--- src/logic/csr_pkg.sv ---
// Constants, field layouts and carrier types for the CSR/ID-ROM/retry block.
// Assumes a 32-bit APB host port and same-clock transmit and bus-receive logic.
package csr_pkg;
	// Register byte offsets
	localparam logic [7:0] OFS_ID_ROM = 8'h00;
	localparam logic [7:0] OFS_RETRY = 8'h04;
	localparam logic [7:0] OFS_SWAP_DATA = 8'h08;
	localparam logic [7:0] OFS_SWAP_CMP = 8'h0C;
	localparam logic [7:0] OFS_SWAP_CTRL = 8'h10;
	// id_rom_access fields
	localparam int B_ROM_CLR = 31;
	localparam int B_ROM_GO = 25;
	localparam int B_ROM_BYTE = 16;
	// async_retry_limits fields
	localparam int B_SEC = 29;
	localparam int B_CYC = 16;
	localparam int B_PHYS_CNT = 8;
	localparam int B_SWR_CNT = 4;
	localparam int B_REQ_CNT = 0;
	// swap_control fields
	localparam int B_DONE = 31;
	localparam int B_SEL = 0;
	// Resource reset values
	localparam logic [31:0] RST_BM_ID = 32'h0000003F;
	localparam logic [31:0] RST_BW = 32'h00001333;
	localparam logic [31:0] RST_CH = 32'hFFFFFFFF;
	// Cycle timer: cycles per second, modulo 8000
	localparam logic [12:0] CYC_PER_SEC = 13'h1F40;
	// Transmit units, highest priority first
	localparam int U_PHYS = 0;
	localparam int U_SWR = 1;
	localparam int U_REQ = 2;
	localparam int N_UNIT = 3;
	// Acknowledge outcome of one transmit attempt
	typedef enum logic [2:0] {
		ACK_COMPLETE = 3'h0,
		ACK_BUSY = 3'h1,
		ACK_DATA_ERR = 3'h2,
		ACK_MISSING = 3'h3,
		ACK_OTHER = 3'h4
	} ack_kind_t;
	// Bus transaction kinds seen at the resources
	typedef enum logic [1:0] {
		TT_QREAD = 2'h0,
		TT_QLOCK = 2'h1,
		TT_OTHER = 2'h2
	} tcode_t;
	// Bus-side request to the resources
	typedef struct packed {
		logic valid;
		tcode_t kind;
		logic [1:0] sel;
		logic [31:0] arg;
		logic [31:0] data;
	} bus_req_t;
	// Bus-side answer
	typedef struct packed {
		logic valid;
		logic type_err;
		logic [31:0] data;
	} bus_resp_t;
	// ROM sequencer states
	typedef enum logic [1:0] {
		ROM_IDLE = 2'b00,
		ROM_REQ = 2'b01,
		ROM_WAIT = 2'b10
	} rom_st_t;
endpackage : csr_pkg

--- src/logic/csr_guid_retry_control.sv ---
// APB register block: ID-ROM byte reader, async retry limits and the
// compare-swap engine over four bus management resources.
// Assumes ROM, transmit units and bus receive logic run on pclk.
`timescale 1ns/100ps
module csr_guid_retry_control
	import csr_pkg::*;
#(
	parameter bit ID_ROM_PRESENT = 1'b1,
	parameter bit DUAL_PHASE = 1'b1,
	parameter int ROM_AW = 8
) (
	input wire logic pclk,
	input wire logic presetn,
	input wire logic psel,
	input wire logic penable,
	input wire logic pwrite,
	input wire logic [7:0] paddr,
	input wire logic [31:0] pwdata,
	output logic [31:0] prdata,
	output logic pready,
	output logic pslverr,
	output logic [ROM_AW-1:0] rom_addr,
	output logic rom_req,
	input wire logic rom_ack,
	input wire logic [7:0] rom_data,
	input wire logic [N_UNIT-1:0] tx_want,
	input wire logic [N_UNIT-1:0] tx_done,
	input wire ack_kind_t tx_ack [N_UNIT],
	input wire logic fair_gap,
	input wire logic cycle_tick,
	output logic [N_UNIT-1:0] tx_grant,
	output logic [N_UNIT-1:0] tx_retry,
	output logic [N_UNIT-1:0] tx_drop,
	input wire logic bus_reset,
	input wire bus_req_t bus_req,
	output bus_resp_t bus_resp,
	input wire logic lock_ack_valid,
	input wire logic lock_ack_complete,
	output logic lock_response_error
);
	// Register and engine state
	logic rom_clr_q, rom_clr_d; // Address clear request
	logic rom_go_q, rom_go_d; // Read go bit
	logic [7:0] rom_byte_q, rom_byte_d; // Last byte read
	logic [ROM_AW-1:0] rom_addr_q, rom_addr_d;
	rom_st_t rom_st_q, rom_st_d;
	logic [2:0] sec_lim_q, sec_lim_d;
	logic [12:0] cyc_lim_q, cyc_lim_d;
	logic [3:0] max_q [N_UNIT];
	logic [3:0] max_d [N_UNIT];
	logic [31:0] swap_data_q, swap_data_d;
	logic [31:0] swap_cmp_q, swap_cmp_d;
	logic [1:0] sel_q, sel_d;
	logic done_q, done_d;
	logic host_pend_q, host_pend_d; // Host swap waiting for its slot
	logic [31:0] res_q [4];
	logic [31:0] res_d [4];
	bus_resp_t resp_q, resp_d;
	logic lerr_q, lerr_d;
	logic wr, rd; // APB access phase strobes
	logic [31:0] rdata;
	logic hit;

	// Compare-swap result: new value only if the old one matches
	function automatic logic [31:0] cas(input logic [31:0] old, input logic [31:0] cmp,
		input logic [31:0] nv);
		cas = (old == cmp) ? nv : old;
	endfunction : cas

	assign wr = psel & penable & pwrite;
	assign rd = psel & penable & ~pwrite;
	assign pready = 1'b1; // Zero-wait slave
	assign pslverr = psel & penable & ~hit;
	assign prdata = rdata;
	assign rom_addr = rom_addr_q;
	assign rom_req = (rom_st_q == ROM_REQ);
	assign bus_resp = resp_q;
	assign lock_response_error = lerr_q;

	// Read mux and address decode
	always_comb begin
		hit = 1'b1;
		rdata = 32'h00000000;
		unique case (paddr)
			OFS_ID_ROM: begin
				if (ID_ROM_PRESENT) begin
					rdata[B_ROM_CLR] = rom_clr_q;
					rdata[B_ROM_GO] = rom_go_q;
					rdata[B_ROM_BYTE +: 8] = rom_byte_q;
				end
			end
			OFS_RETRY: begin
				rdata[B_SEC +: 3] = sec_lim_q;
				rdata[B_CYC +: 13] = cyc_lim_q;
				rdata[B_PHYS_CNT +: 4] = max_q[U_PHYS];
				rdata[B_SWR_CNT +: 4] = max_q[U_SWR];
				rdata[B_REQ_CNT +: 4] = max_q[U_REQ];
			end
			OFS_SWAP_DATA: rdata = swap_data_q;
			OFS_SWAP_CMP: rdata = swap_cmp_q;
			OFS_SWAP_CTRL: begin
				rdata[B_DONE] = done_q;
				rdata[B_SEL +: 2] = sel_q;
			end
			default: hit = 1'b0;
		endcase
	end

	// Next state of registers, ROM reader and resources
	always_comb begin
		logic [31:0] old;
		logic bus_op;
		old = 32'h00000000;
		bus_op = 1'b0;
		rom_clr_d = rom_clr_q;
		rom_go_d = rom_go_q;
		rom_byte_d = rom_byte_q;
		rom_addr_d = rom_addr_q;
		rom_st_d = rom_st_q;
		sec_lim_d = sec_lim_q;
		cyc_lim_d = cyc_lim_q;
		max_d = max_q;
		swap_data_d = swap_data_q;
		swap_cmp_d = swap_cmp_q;
		sel_d = sel_q;
		done_d = done_q;
		host_pend_d = host_pend_q;
		res_d = res_q;
		resp_d = '0;
		lerr_d = lock_ack_valid & ~lock_ack_complete;
		// ROM register writes; go only latches a 0-to-1 change
		if (wr && paddr == OFS_ID_ROM && ID_ROM_PRESENT) begin
			if (pwdata[B_ROM_CLR])
				rom_clr_d = 1'b1;
			if (pwdata[B_ROM_GO] && !rom_go_q)
				rom_go_d = 1'b1;
		end
		// Clear the address; read byte is left untouched
		if (rom_clr_q && rom_st_q == ROM_IDLE) begin
			rom_addr_d = '0;
			rom_clr_d = 1'b0;
		end
		unique case (rom_st_q)
			ROM_IDLE: if (rom_go_q && !rom_clr_q) rom_st_d = ROM_REQ;
			ROM_REQ: rom_st_d = ROM_WAIT;
			ROM_WAIT: begin
				if (rom_ack) begin
					rom_byte_d = rom_data;
					rom_addr_d = rom_addr_q + 1'b1;
					rom_go_d = 1'b0;
					rom_st_d = ROM_IDLE;
				end
			end
			default: rom_st_d = ROM_IDLE;
		endcase
		// Retry limits; time fields frozen at zero without dual-phase
		if (wr && paddr == OFS_RETRY) begin
			if (DUAL_PHASE) begin
				sec_lim_d = pwdata[B_SEC +: 3];
				cyc_lim_d = pwdata[B_CYC +: 13];
			end
			max_d[U_PHYS] = pwdata[B_PHYS_CNT +: 4];
			max_d[U_SWR] = pwdata[B_SWR_CNT +: 4];
			max_d[U_REQ] = pwdata[B_REQ_CNT +: 4];
		end
		if (wr && paddr == OFS_SWAP_DATA)
			swap_data_d = pwdata;
		if (wr && paddr == OFS_SWAP_CMP)
			swap_cmp_d = pwdata;
		// Bus side: only quadlet read and lock; one op per cycle
		bus_op = bus_req.valid && (bus_req.kind == TT_QREAD || bus_req.kind == TT_QLOCK);
		if (bus_req.valid) begin
			resp_d.valid = 1'b1;
			resp_d.type_err = ~bus_op;
			resp_d.data = res_q[bus_req.sel];
			if (bus_req.kind == TT_QLOCK)
				res_d[bus_req.sel] = cas(res_q[bus_req.sel], bus_req.arg, bus_req.data);
		end
		// Host swap runs only in a cycle with no bus op
		if (host_pend_q && !bus_op) begin
			old = res_q[sel_q];
			res_d[sel_q] = cas(old, swap_cmp_q, swap_data_q);
			swap_data_d = old;
			done_d = 1'b1;
			host_pend_d = 1'b0;
		end
		// Control write launches the swap and clears done
		if (wr && paddr == OFS_SWAP_CTRL) begin
			sel_d = pwdata[B_SEL +: 2];
			done_d = 1'b0;
			host_pend_d = 1'b1;
		end
		// Bus reset reloads the resources
		if (bus_reset) begin
			res_d[0] = RST_BM_ID;
			res_d[1] = RST_BW;
			res_d[2] = RST_CH;
			res_d[3] = RST_CH;
		end
	end

	// Register stage for the register file and engines
	always_ff @(posedge pclk or negedge presetn) begin
		if (!presetn) begin
			rom_clr_q <= 1'b0;
			rom_go_q <= 1'b0;
			rom_byte_q <= 8'h00;
			rom_addr_q <= '0;
			rom_st_q <= ROM_IDLE;
			sec_lim_q <= 3'h0;
			cyc_lim_q <= 13'h0000;
			for (int i = 0; i < N_UNIT; i++)
				max_q[i] <= 4'h0;
			swap_data_q <= 32'h00000000;
			swap_cmp_q <= 32'h00000000;
			sel_q <= 2'h0;
			done_q <= 1'b1;
			host_pend_q <= 1'b0;
			res_q[0] <= RST_BM_ID;
			res_q[1] <= RST_BW;
			res_q[2] <= RST_CH;
			res_q[3] <= RST_CH;
			resp_q <= '0;
			lerr_q <= 1'b0;
		end else begin
			rom_clr_q <= rom_clr_d;
			rom_go_q <= rom_go_d;
			rom_byte_q <= rom_byte_d;
			rom_addr_q <= rom_addr_d;
			rom_st_q <= rom_st_d;
			sec_lim_q <= sec_lim_d;
			cyc_lim_q <= cyc_lim_d;
			max_q <= max_d;
			swap_data_q <= swap_data_d;
			swap_cmp_q <= swap_cmp_d;
			sel_q <= sel_d;
			done_q <= done_d;
			host_pend_q <= host_pend_d;
			res_q <= res_d;
			resp_q <= resp_d;
			lerr_q <= lerr_d;
		end
	end

	// Retry state per transmit unit
	logic [3:0] cnt_q [N_UNIT];
	logic [3:0] cnt_d [N_UNIT];
	logic [N_UNIT-1:0] fair_q, fair_d; // Waiting for a fairness gap
	logic [N_UNIT-1:0] retry_d, drop_d, retry_q, drop_q;
	logic [2:0] el_sec_q, el_sec_d; // Elapsed time of physical retries
	logic [12:0] el_cyc_q, el_cyc_d;
	logic expired;

	// Dual-phase window is off when both limits are zero
	assign expired = DUAL_PHASE && ({sec_lim_q, cyc_lim_q} != 16'h0000)
		&& ({el_sec_q, el_cyc_q} >= {sec_lim_q, cyc_lim_q});
	assign tx_retry = retry_q;
	assign tx_drop = drop_q;

	// Grant: fixed priority among units not parked on fairness
	always_comb begin
		logic taken;
		taken = 1'b0;
		tx_grant = '0;
		for (int u = 0; u < N_UNIT; u++) begin
			if (tx_want[u] && !fair_q[u] && !taken) begin
				tx_grant[u] = 1'b1;
				taken = 1'b1;
			end
		end
	end

	// Next retry counts and outcomes
	always_comb begin
		cnt_d = cnt_q;
		fair_d = fair_q;
		retry_d = '0;
		drop_d = '0;
		el_sec_d = el_sec_q;
		el_cyc_d = el_cyc_q;
		if (fair_gap)
			fair_d = '0;
		// Physical retry clock, modulo 8000 cycles per second
		if (cnt_q[U_PHYS] != 4'h0 && cycle_tick) begin
			if (el_cyc_q == CYC_PER_SEC - 13'h0001) begin
				el_cyc_d = 13'h0000;
				el_sec_d = el_sec_q + 3'h1;
			end else begin
				el_cyc_d = el_cyc_q + 13'h0001;
			end
		end
		for (int u = 0; u < N_UNIT; u++) begin
			if (tx_done[u]) begin
				if (tx_ack[u] == ACK_BUSY || tx_ack[u] == ACK_DATA_ERR) begin
					if (cnt_q[u] < max_q[u] && !(u == U_PHYS && expired)) begin
						cnt_d[u] = cnt_q[u] + 4'h1;
						retry_d[u] = 1'b1;
						fair_d[u] = 1'b1;
					end else begin
						cnt_d[u] = 4'h0;
						drop_d[u] = 1'b1;
					end
				end else begin
					cnt_d[u] = 4'h0;
					drop_d[u] = (tx_ack[u] != ACK_COMPLETE);
				end
			end
		end
		if (cnt_d[U_PHYS] == 4'h0) begin
			el_sec_d = 3'h0;
			el_cyc_d = 13'h0000;
		end
	end

	// Register stage for retry state
	always_ff @(posedge pclk or negedge presetn) begin
		if (!presetn) begin
			for (int u = 0; u < N_UNIT; u++)
				cnt_q[u] <= 4'h0;
			fair_q <= '0;
			retry_q <= '0;
			drop_q <= '0;
			el_sec_q <= 3'h0;
			el_cyc_q <= 13'h0000;
		end else begin
			cnt_q <= cnt_d;
			fair_q <= fair_d;
			retry_q <= retry_d;
			drop_q <= drop_d;
			el_sec_q <= el_sec_d;
			el_cyc_q <= el_cyc_d;
		end
	end

	// Checks
	a_rom_clr_done: assert property (@(posedge pclk) disable iff (!presetn)
		rom_clr_q && rom_st_q == ROM_IDLE |=> !rom_clr_q && rom_addr_q == '0)
		else $error("address clear did not complete");
	a_rom_byte_hold: assert property (@(posedge pclk) disable iff (!presetn)
		!(rom_st_q == ROM_WAIT && rom_ack) |=> $stable(rom_byte_q))
		else $error("read byte changed without a read");
	a_rom_go_start: assert property (@(posedge pclk) disable iff (!presetn)
		rom_st_q == ROM_IDLE && !rom_go_q |=> rom_st_q == ROM_IDLE)
		else $error("ROM read began without go");
	a_rom_read_end: assert property (@(posedge pclk) disable iff (!presetn)
		rom_st_q == ROM_WAIT && rom_ack |=> !rom_go_q
		&& rom_addr_q == $past(rom_addr_q) + 1'b1 && rom_byte_q == $past(rom_data))
		else $error("ROM read completion wrong");
	a_retry_cause: assert property (@(posedge pclk) disable iff (!presetn)
		retry_q[U_REQ] |-> $past(tx_ack[U_REQ]) inside {ACK_BUSY, ACK_DATA_ERR})
		else $error("retry after wrong acknowledge");
	a_retry_bound: assert property (@(posedge pclk) disable iff (!presetn)
		cnt_q[U_PHYS] <= max_q[U_PHYS] || $changed(max_q[U_PHYS]) || $past(wr))
		else $error("physical retries beyond limit");
	a_limits_fixed: assert property (@(posedge pclk) disable iff (!presetn)
		DUAL_PHASE || {sec_lim_q, cyc_lim_q} == 16'h0000)
		else $error("time limits changed without dual-phase");
	a_type_err: assert property (@(posedge pclk) disable iff (!presetn)
		bus_req.valid && bus_req.kind == TT_OTHER |=> resp_q.type_err)
		else $error("bad transaction not refused");
	a_lock_err: assert property (@(posedge pclk) disable iff (!presetn)
		lock_ack_valid && !lock_ack_complete |=> lock_response_error)
		else $error("lock response error missed");
	a_done_clear: assert property (@(posedge pclk) disable iff (!presetn)
		wr && paddr == OFS_SWAP_CTRL |=> !done_q ##[1:2] done_q || bus_req.valid)
		else $error("done flag sequence wrong");
	a_host_serial: assert property (@(posedge pclk) disable iff (!presetn)
		host_pend_q && bus_req.valid && bus_req.kind != TT_OTHER |=> host_pend_q)
		else $error("host swap interleaved with bus swap");
endmodule : csr_guid_retry_control

--- config.mk ---
export PLATFORM = sky130hd
export DESIGN_NAME = csr_guid_retry_control
export DESIGN_NICKNAME = d
export VERILOG_FILES = /design/src/logic/csr_pkg.sv /design/src/logic/csr_guid_retry_control.sv
export SDC_FILE = /design/constraint.sdc
export NUM_CORES = 1
export LEC_CHECK = 0
export BUFFER_PORTS_ARGS = -buffer_cell sky130_fd_sc_hd__clkbuf_2
export CAP_MARGIN = 0
export CORE_MARGIN = 8
export CORE_UTILIZATION = 50
export CTS_BUF_LIST = sky130_fd_sc_hd__clkbuf_2
export DETAILED_ROUTE_END_ITERATION = 8
export GPL_ROUTABILITY_DRIVEN = 0
export PLACE_DENSITY = 0.72
export SLEW_MARGIN = 20
export SYNTH_ARGS = -nofsm -noshare
export SYNTH_HDL_FRONTEND = slang
export SYNTH_SLANG_ARGS = --single-unit
--- constraint.sdc ---
create_clock -name pclk -period 8.1 [get_ports pclk]
set_clock_uncertainty 0.1 [all_clocks]
set_input_delay 0 -clock pclk [delete_from_list [all_inputs] [get_ports pclk]]
set_output_delay 0 -clock pclk [all_outputs]
set_load 0.05 [all_outputs]
Word level (Yosys, flattened, before mapping)
Cells that the tools add are included.

Output and inout port bits: 87. Bits of input ports: 143. Register bits after elaboration: 316. Word-level logic and storage cells: 217.

Equality and inequality tests: 18. Mux-type cells: 92. Bitwise operators: 9. Add/sub/neg operators: 6. $lt $le $gt $ge: 8. Reductions and logical operators: 53.

Operator list (count): $mux 128 (4); $mux 32 (10); $bwmux 128 (2); $bmux 32 s2 (2); $demux 32 s2 (2); $eq 32x32->1 (2); $mux 1 (43); $mux 13 (3); $mux 34 (1); $pmux 8 s4 (1); $pmux 10 s3 (1); $mux 4 (7); $mux 8 (3); $logic_and 1x1->1 (20); $eq 8x4->1 const B (2); $ge 16x16->1 (1); $reduce_bool 16->1 (1); $pmux 5 s3 (1); $add 13x1->13 const B (1); $eq 13x13->1 const B (1); $add 4x1->4 const B (3); $lt 4x4->1 (3); $mux 3 (4); $reduce_bool 2->1 (6); 31 further kinds (62).

Longest topological paths before layout
Depth after elaboration: 12. Mapped depth: 11. Gate-level depth less buffers: 11.

Worst setup path after synthesis
Ideal clock, no wire load.

Path kind: reg2reg. From: reg sel_q[0]. To: reg res_q[100] (netlist name). Period minus slack after synthesis: 2.883 ns. Data arrival time: 2.702 ns. Data required time: 7.918 ns. Library setup time: 0.082 ns. Slack: 5.217 ns. Buffers on the path: 2. Cell stages (with the launch flop): 10. Path through: dfrtp_1 > buf_2 > mux4_2 > xnor2_1 > nand4_1 > nor4_1 > nand2_1 > buf_1 > mux2_2 > a211o_1.

RTL lines: start, declared (RTL line csr_guid_retry_control.sv:53) `logic [1:0] sel_q, sel_d;`; start signal, assigned (RTL line csr_guid_retry_control.sv:236) `sel_q <= sel_d;`; end signal, assigned (RTL line csr_guid_retry_control.sv:239) `res_q <= res_d;`; end, declared (RTL line csr_guid_retry_control.sv:56) `logic [31:0] res_q [4];`.

==> impl_metrics.env <==
export IMPL_slew_headroom=0.269
export IMPL_finalMaxSlewViolations=0
export IMPL_crit_fanout=36
export IMPL_ir_drop_v=0.000110
export IMPL_numCtsBuffers=89
export IMPL_drt_pre_antenna_iters=8
export IMPL_placed_cell_area_um2=19600
export IMPL_dp_cells=2250
export IMPL_outcome="finished clean"
export IMPL_fmax_mhz=189
export IMPL_leakage_nw=10.4
export IMPL_p_switching_mw=1.02
export IMPL_rr_endpoint="res_q[80]$_DFF_PN0_"
export IMPL_cts_tree="built"
export IMPL_synth_cell_types=54
export IMPL_holdPathStages=8
export IMPL_antenna_found_initial=2
export IMPL_yosysWarningCount=0
export IMPL_drc=0
export IMPL_whs_endpoint="res_q[28]$_DFF_PN1_"
export IMPL_grt_pass1_vias=16261
export IMPL_clock_root_buffer="clkbuf_2"
export IMPL_p_seq_frac=0.499
export IMPL_reg2reg_slack_ns=2.85
export IMPL_nets=2285
export IMPL_grt_overflow_total=0
export IMPL_grt_use_total=0.281
export IMPL_power_density_nw_per_um2=146
export IMPL_start_util=0.508
export IMPL_synth_nets=1827
export IMPL_finalCritPeriodShare=0.652
export IMPL_max_cap_violations=0
export IMPL_cts_htree_levels=3
export IMPL_rows=69
export IMPL_clkPwrFrac=0.354
export IMPL_hold_viol=0
export IMPL_cp_arrival_ns=6.09
export IMPL_p_sw_frac=0.308
export IMPL_synth_seq_cells=316
export IMPL_pre_cts_slack_ns=3.53
export IMPL_ios=230
export IMPL_worst_slew_pin_slew_ns=1.10
export IMPL_crit_type="in -> reg"
export IMPL_fin_util=0.637
export IMPL_die_area_um2=42500
export IMPL_p_comb_frac=0.147
export IMPL_drive_above_1_share=0.317
export IMPL_r2r_cells=12
export IMPL_clkLatencyLatePin_ns=1.01
export IMPL_async_flop_share=1.00
export IMPL_clock_sinks=316
export IMPL_setup_tns_ns=0
export IMPL_vias=15851
export IMPL_cts_buffer_depth=3
export IMPL_netlist_area_um2=18100
export IMPL_critPathCaptureType="flop"
export IMPL_viasPerCell=6.02
export IMPL_drt_wl_total_um=60000
export IMPL_synthFlopType="dfrtp_1"
export IMPL_die_y_um=206
export IMPL_setup_viol=0
export IMPL_design_area_um2=22700
export IMPL_period_minus_slack_ns=5.28
export IMPL_fp_coreArea_um2=35600
export IMPL_port_buffers=228
export IMPL_layoutNonFillerInstCount=2633
export IMPL_start_kind="input pin"
export IMPL_rsz0062_at_grt="no"
export IMPL_fin_ws_ns=2.82
export IMPL_grt_pass1_wl_um=92900
export IMPL_yosysSeqAreaShare=0.443
export IMPL_wire_per_inst_um=22.8
export IMPL_hold_start="bus_req[42]"
export IMPL_synth_area_per_cell_um2=10.9
export IMPL_grt_max_degree=184
export IMPL_min_path_type="in -> reg"
export IMPL_intPower_mw=2.29
export IMPL_required_ns=8.91
export IMPL_dp_hpwl_um=38900
export IMPL_rr_startpoint="res_q[104]$_DFF_PN0_"
export IMPL_die_width_um=206
export IMPL_clkTransAtPathRegs_ns=0.12
export IMPL_drtIter0Drc=1510
export IMPL_antenna_left=0
export IMPL_area_growth_pct=25.4
export IMPL_synthCells=1652
export IMPL_synth_edf_count=0
==> state kept, by name, indices dropped and copies added (netlist names), 2 cells and up <==
signal       cells
bus_resp        34
cnt_q           12
cyc_lim_q       13
el_cyc_q        13
el_sec_q         3
fair_q           3
max_q           12
res_q          128
rom_addr         8
rom_byte_q       8
rom_st_q         2
sec_lim_q        3
sel_q            2
swap_cmp_q      32
swap_data_q     32
tx_drop          3
tx_retry         3
==> how the worst max path moves through the flow <==
| stage | slack (ns) | cells after the start | end | start |
|---|---|---|---|---|
| global route | 2.58 | 15 | res_q[80]$_DFF_PN0_ | bus_req[64] |
| detailed placement | 3.53 | 8 | res_q[96]$_DFF_PN1_ | sel_q[0]$_DFFE_PN0P_ |
| CTS | 2.86 | 12 | res_q[80]$_DFF_PN0_ | res_q[104]$_DFF_PN0_ |
| finish | 2.82 | 15 | res_q[80]$_DFF_PN0_ | bus_req[64] |
| global placement | 3.47 | 8 | res_q[96]$_DFF_PN1_ | sel_q[0]$_DFFE_PN0P_ |
| floorplan | 5.22 | 9 | res_q[100]$_DFF_PN1_ | sel_q[0]$_DFFE_PN0P_ |
==> worst max-delay path, stage by stage <==
cell	delay, ns
dlygate4sd3_1	0.53
clkbuf_2	0.10
buf_4	0.60
mux4_2	0.65
xnor2_1	0.48
nand4_1	0.15
nor4_1	0.39
nand2_2	0.47
buf_4	0.43
mux2i_2	0.21
dlygate4sd3_1	0.65
a21oi_1	0.08
dlygate4sd3_1	0.59
a21o_1	0.15
dlygate4sd3_1	0.55
==> through the flow <==
step           power (mW)  hold WS (ns)
5_1_grt              3.46        0.0882
3_3_place_gp         2.06        0.0499
3_5_place_dp         2.07        0.0564
4_1_cts              3.34        0.0189
2_1_floorplan        1.90        -0.396
6_report             3.31         0.130
==> timing repair <==
action,in CTS,in global routing
endpoints found under the hold margin,547,0
hold buffers,230,0
gates resized for setup,0,0
buffers inserted,0,0
==> cells by family after synthesis <==
logic type / Yosys count / synth area share
other cells: 1 / 0.000207
xor+xnor: 72 / 0.0349
simple gates: 278 / 0.0784
mux: 269 / 0.206
compound gates: 525 / 0.180
fa+ha+maj: 32 / 0.0221
flops: 316 / 0.443
buf+inv: 159 / 0.0360
==> per-layer routing <==
metal | part of all wire | global-route usage
met1 | 0.41 | 0.372
met2 | 0.47 | 0.448
met3 | 0.091 | 0.0635
met4 | 0.027 | 0.104
met5 | 0 | 0
==> power groups by stage <==
stage | combinational (mW) | sequential (mW) | clock, mW
global route | 0.521 | 1.66 | 1.29
floorplan | 0.178 | 1.72 | 0
CTS | 0.484 | 1.65 | 1.20
finish | 0.488 | 1.65 | 1.17
global placement | 0.385 | 1.68 | 0
detailed placement | 0.390 | 1.68 | 0
==> placed cells by master, fill, tap and decap left out, types with 8 or more instances in the layout <==
cell type	n
and2_1	36
dfstp_2	78
nand3_1	14
dlygate4sd3_1	229
a22oi_1	10
a21boi_0	8
nor2b_1	8
buf_4	26
nor3_1	12
a21oi_1	127
inv_1	41
nand4_1	28
a21o_1	62
a211oi_1	16
nand2_1	80
a211o_1	77
clkinv_1	15
nor2_1	40
mux2i_2	27
xnor2_1	68
o21ai_0	196
mux2i_1	74
clkbuf_2	358
and3_1	8
nand2b_1	8
nor4_1	11
mux2_2	104
mux4_2	64
ha_1	32
dfrtp_1	237
==> layout make-up <==
class	instances	area (µm²)
Timing Repair Buffer	485	3690
Sequential cell	316	8010
Tap cell	461	577
Antenna cell	1	2.50
Multi-Input combinational cell	1177	9480
Inverter	41	154
Clock inverter	21	109
Clock buffer	131	656
Fill cell	2930	12900
==> synth_stat cells (all sizes together) (4+ instances only) <==
cell,number,area (µm²)
and2,37,231
o2bb2ai,4,35.0
nor2,44,165
nor3b,5,37.5
inv,41,154
a22oi,10,75.1
nor3,13,65.1
mux2,104,1170
mux4,64,1440
nor2b,9,56.3
xor2,4,35.0
o21ai,197,986
a31oi,5,31.3
nand3,15,75.1
or3,6,37.5
buf,26,151
ha,32,400
nand2,82,310
a21oi,127,636
a211oi,16,120
a21o,62,465
nor4,13,87.6
a21boi,8,60.1
dfrtp,238,5960
clkbuf,92,345
mux2i,101,1110
nand2b,8,50.1
dfstp,78,2050
nand4,28,175
a211o,77,674
xnor2,68,596
and3,9,56.3
Power figures use the tool's default switching activity.
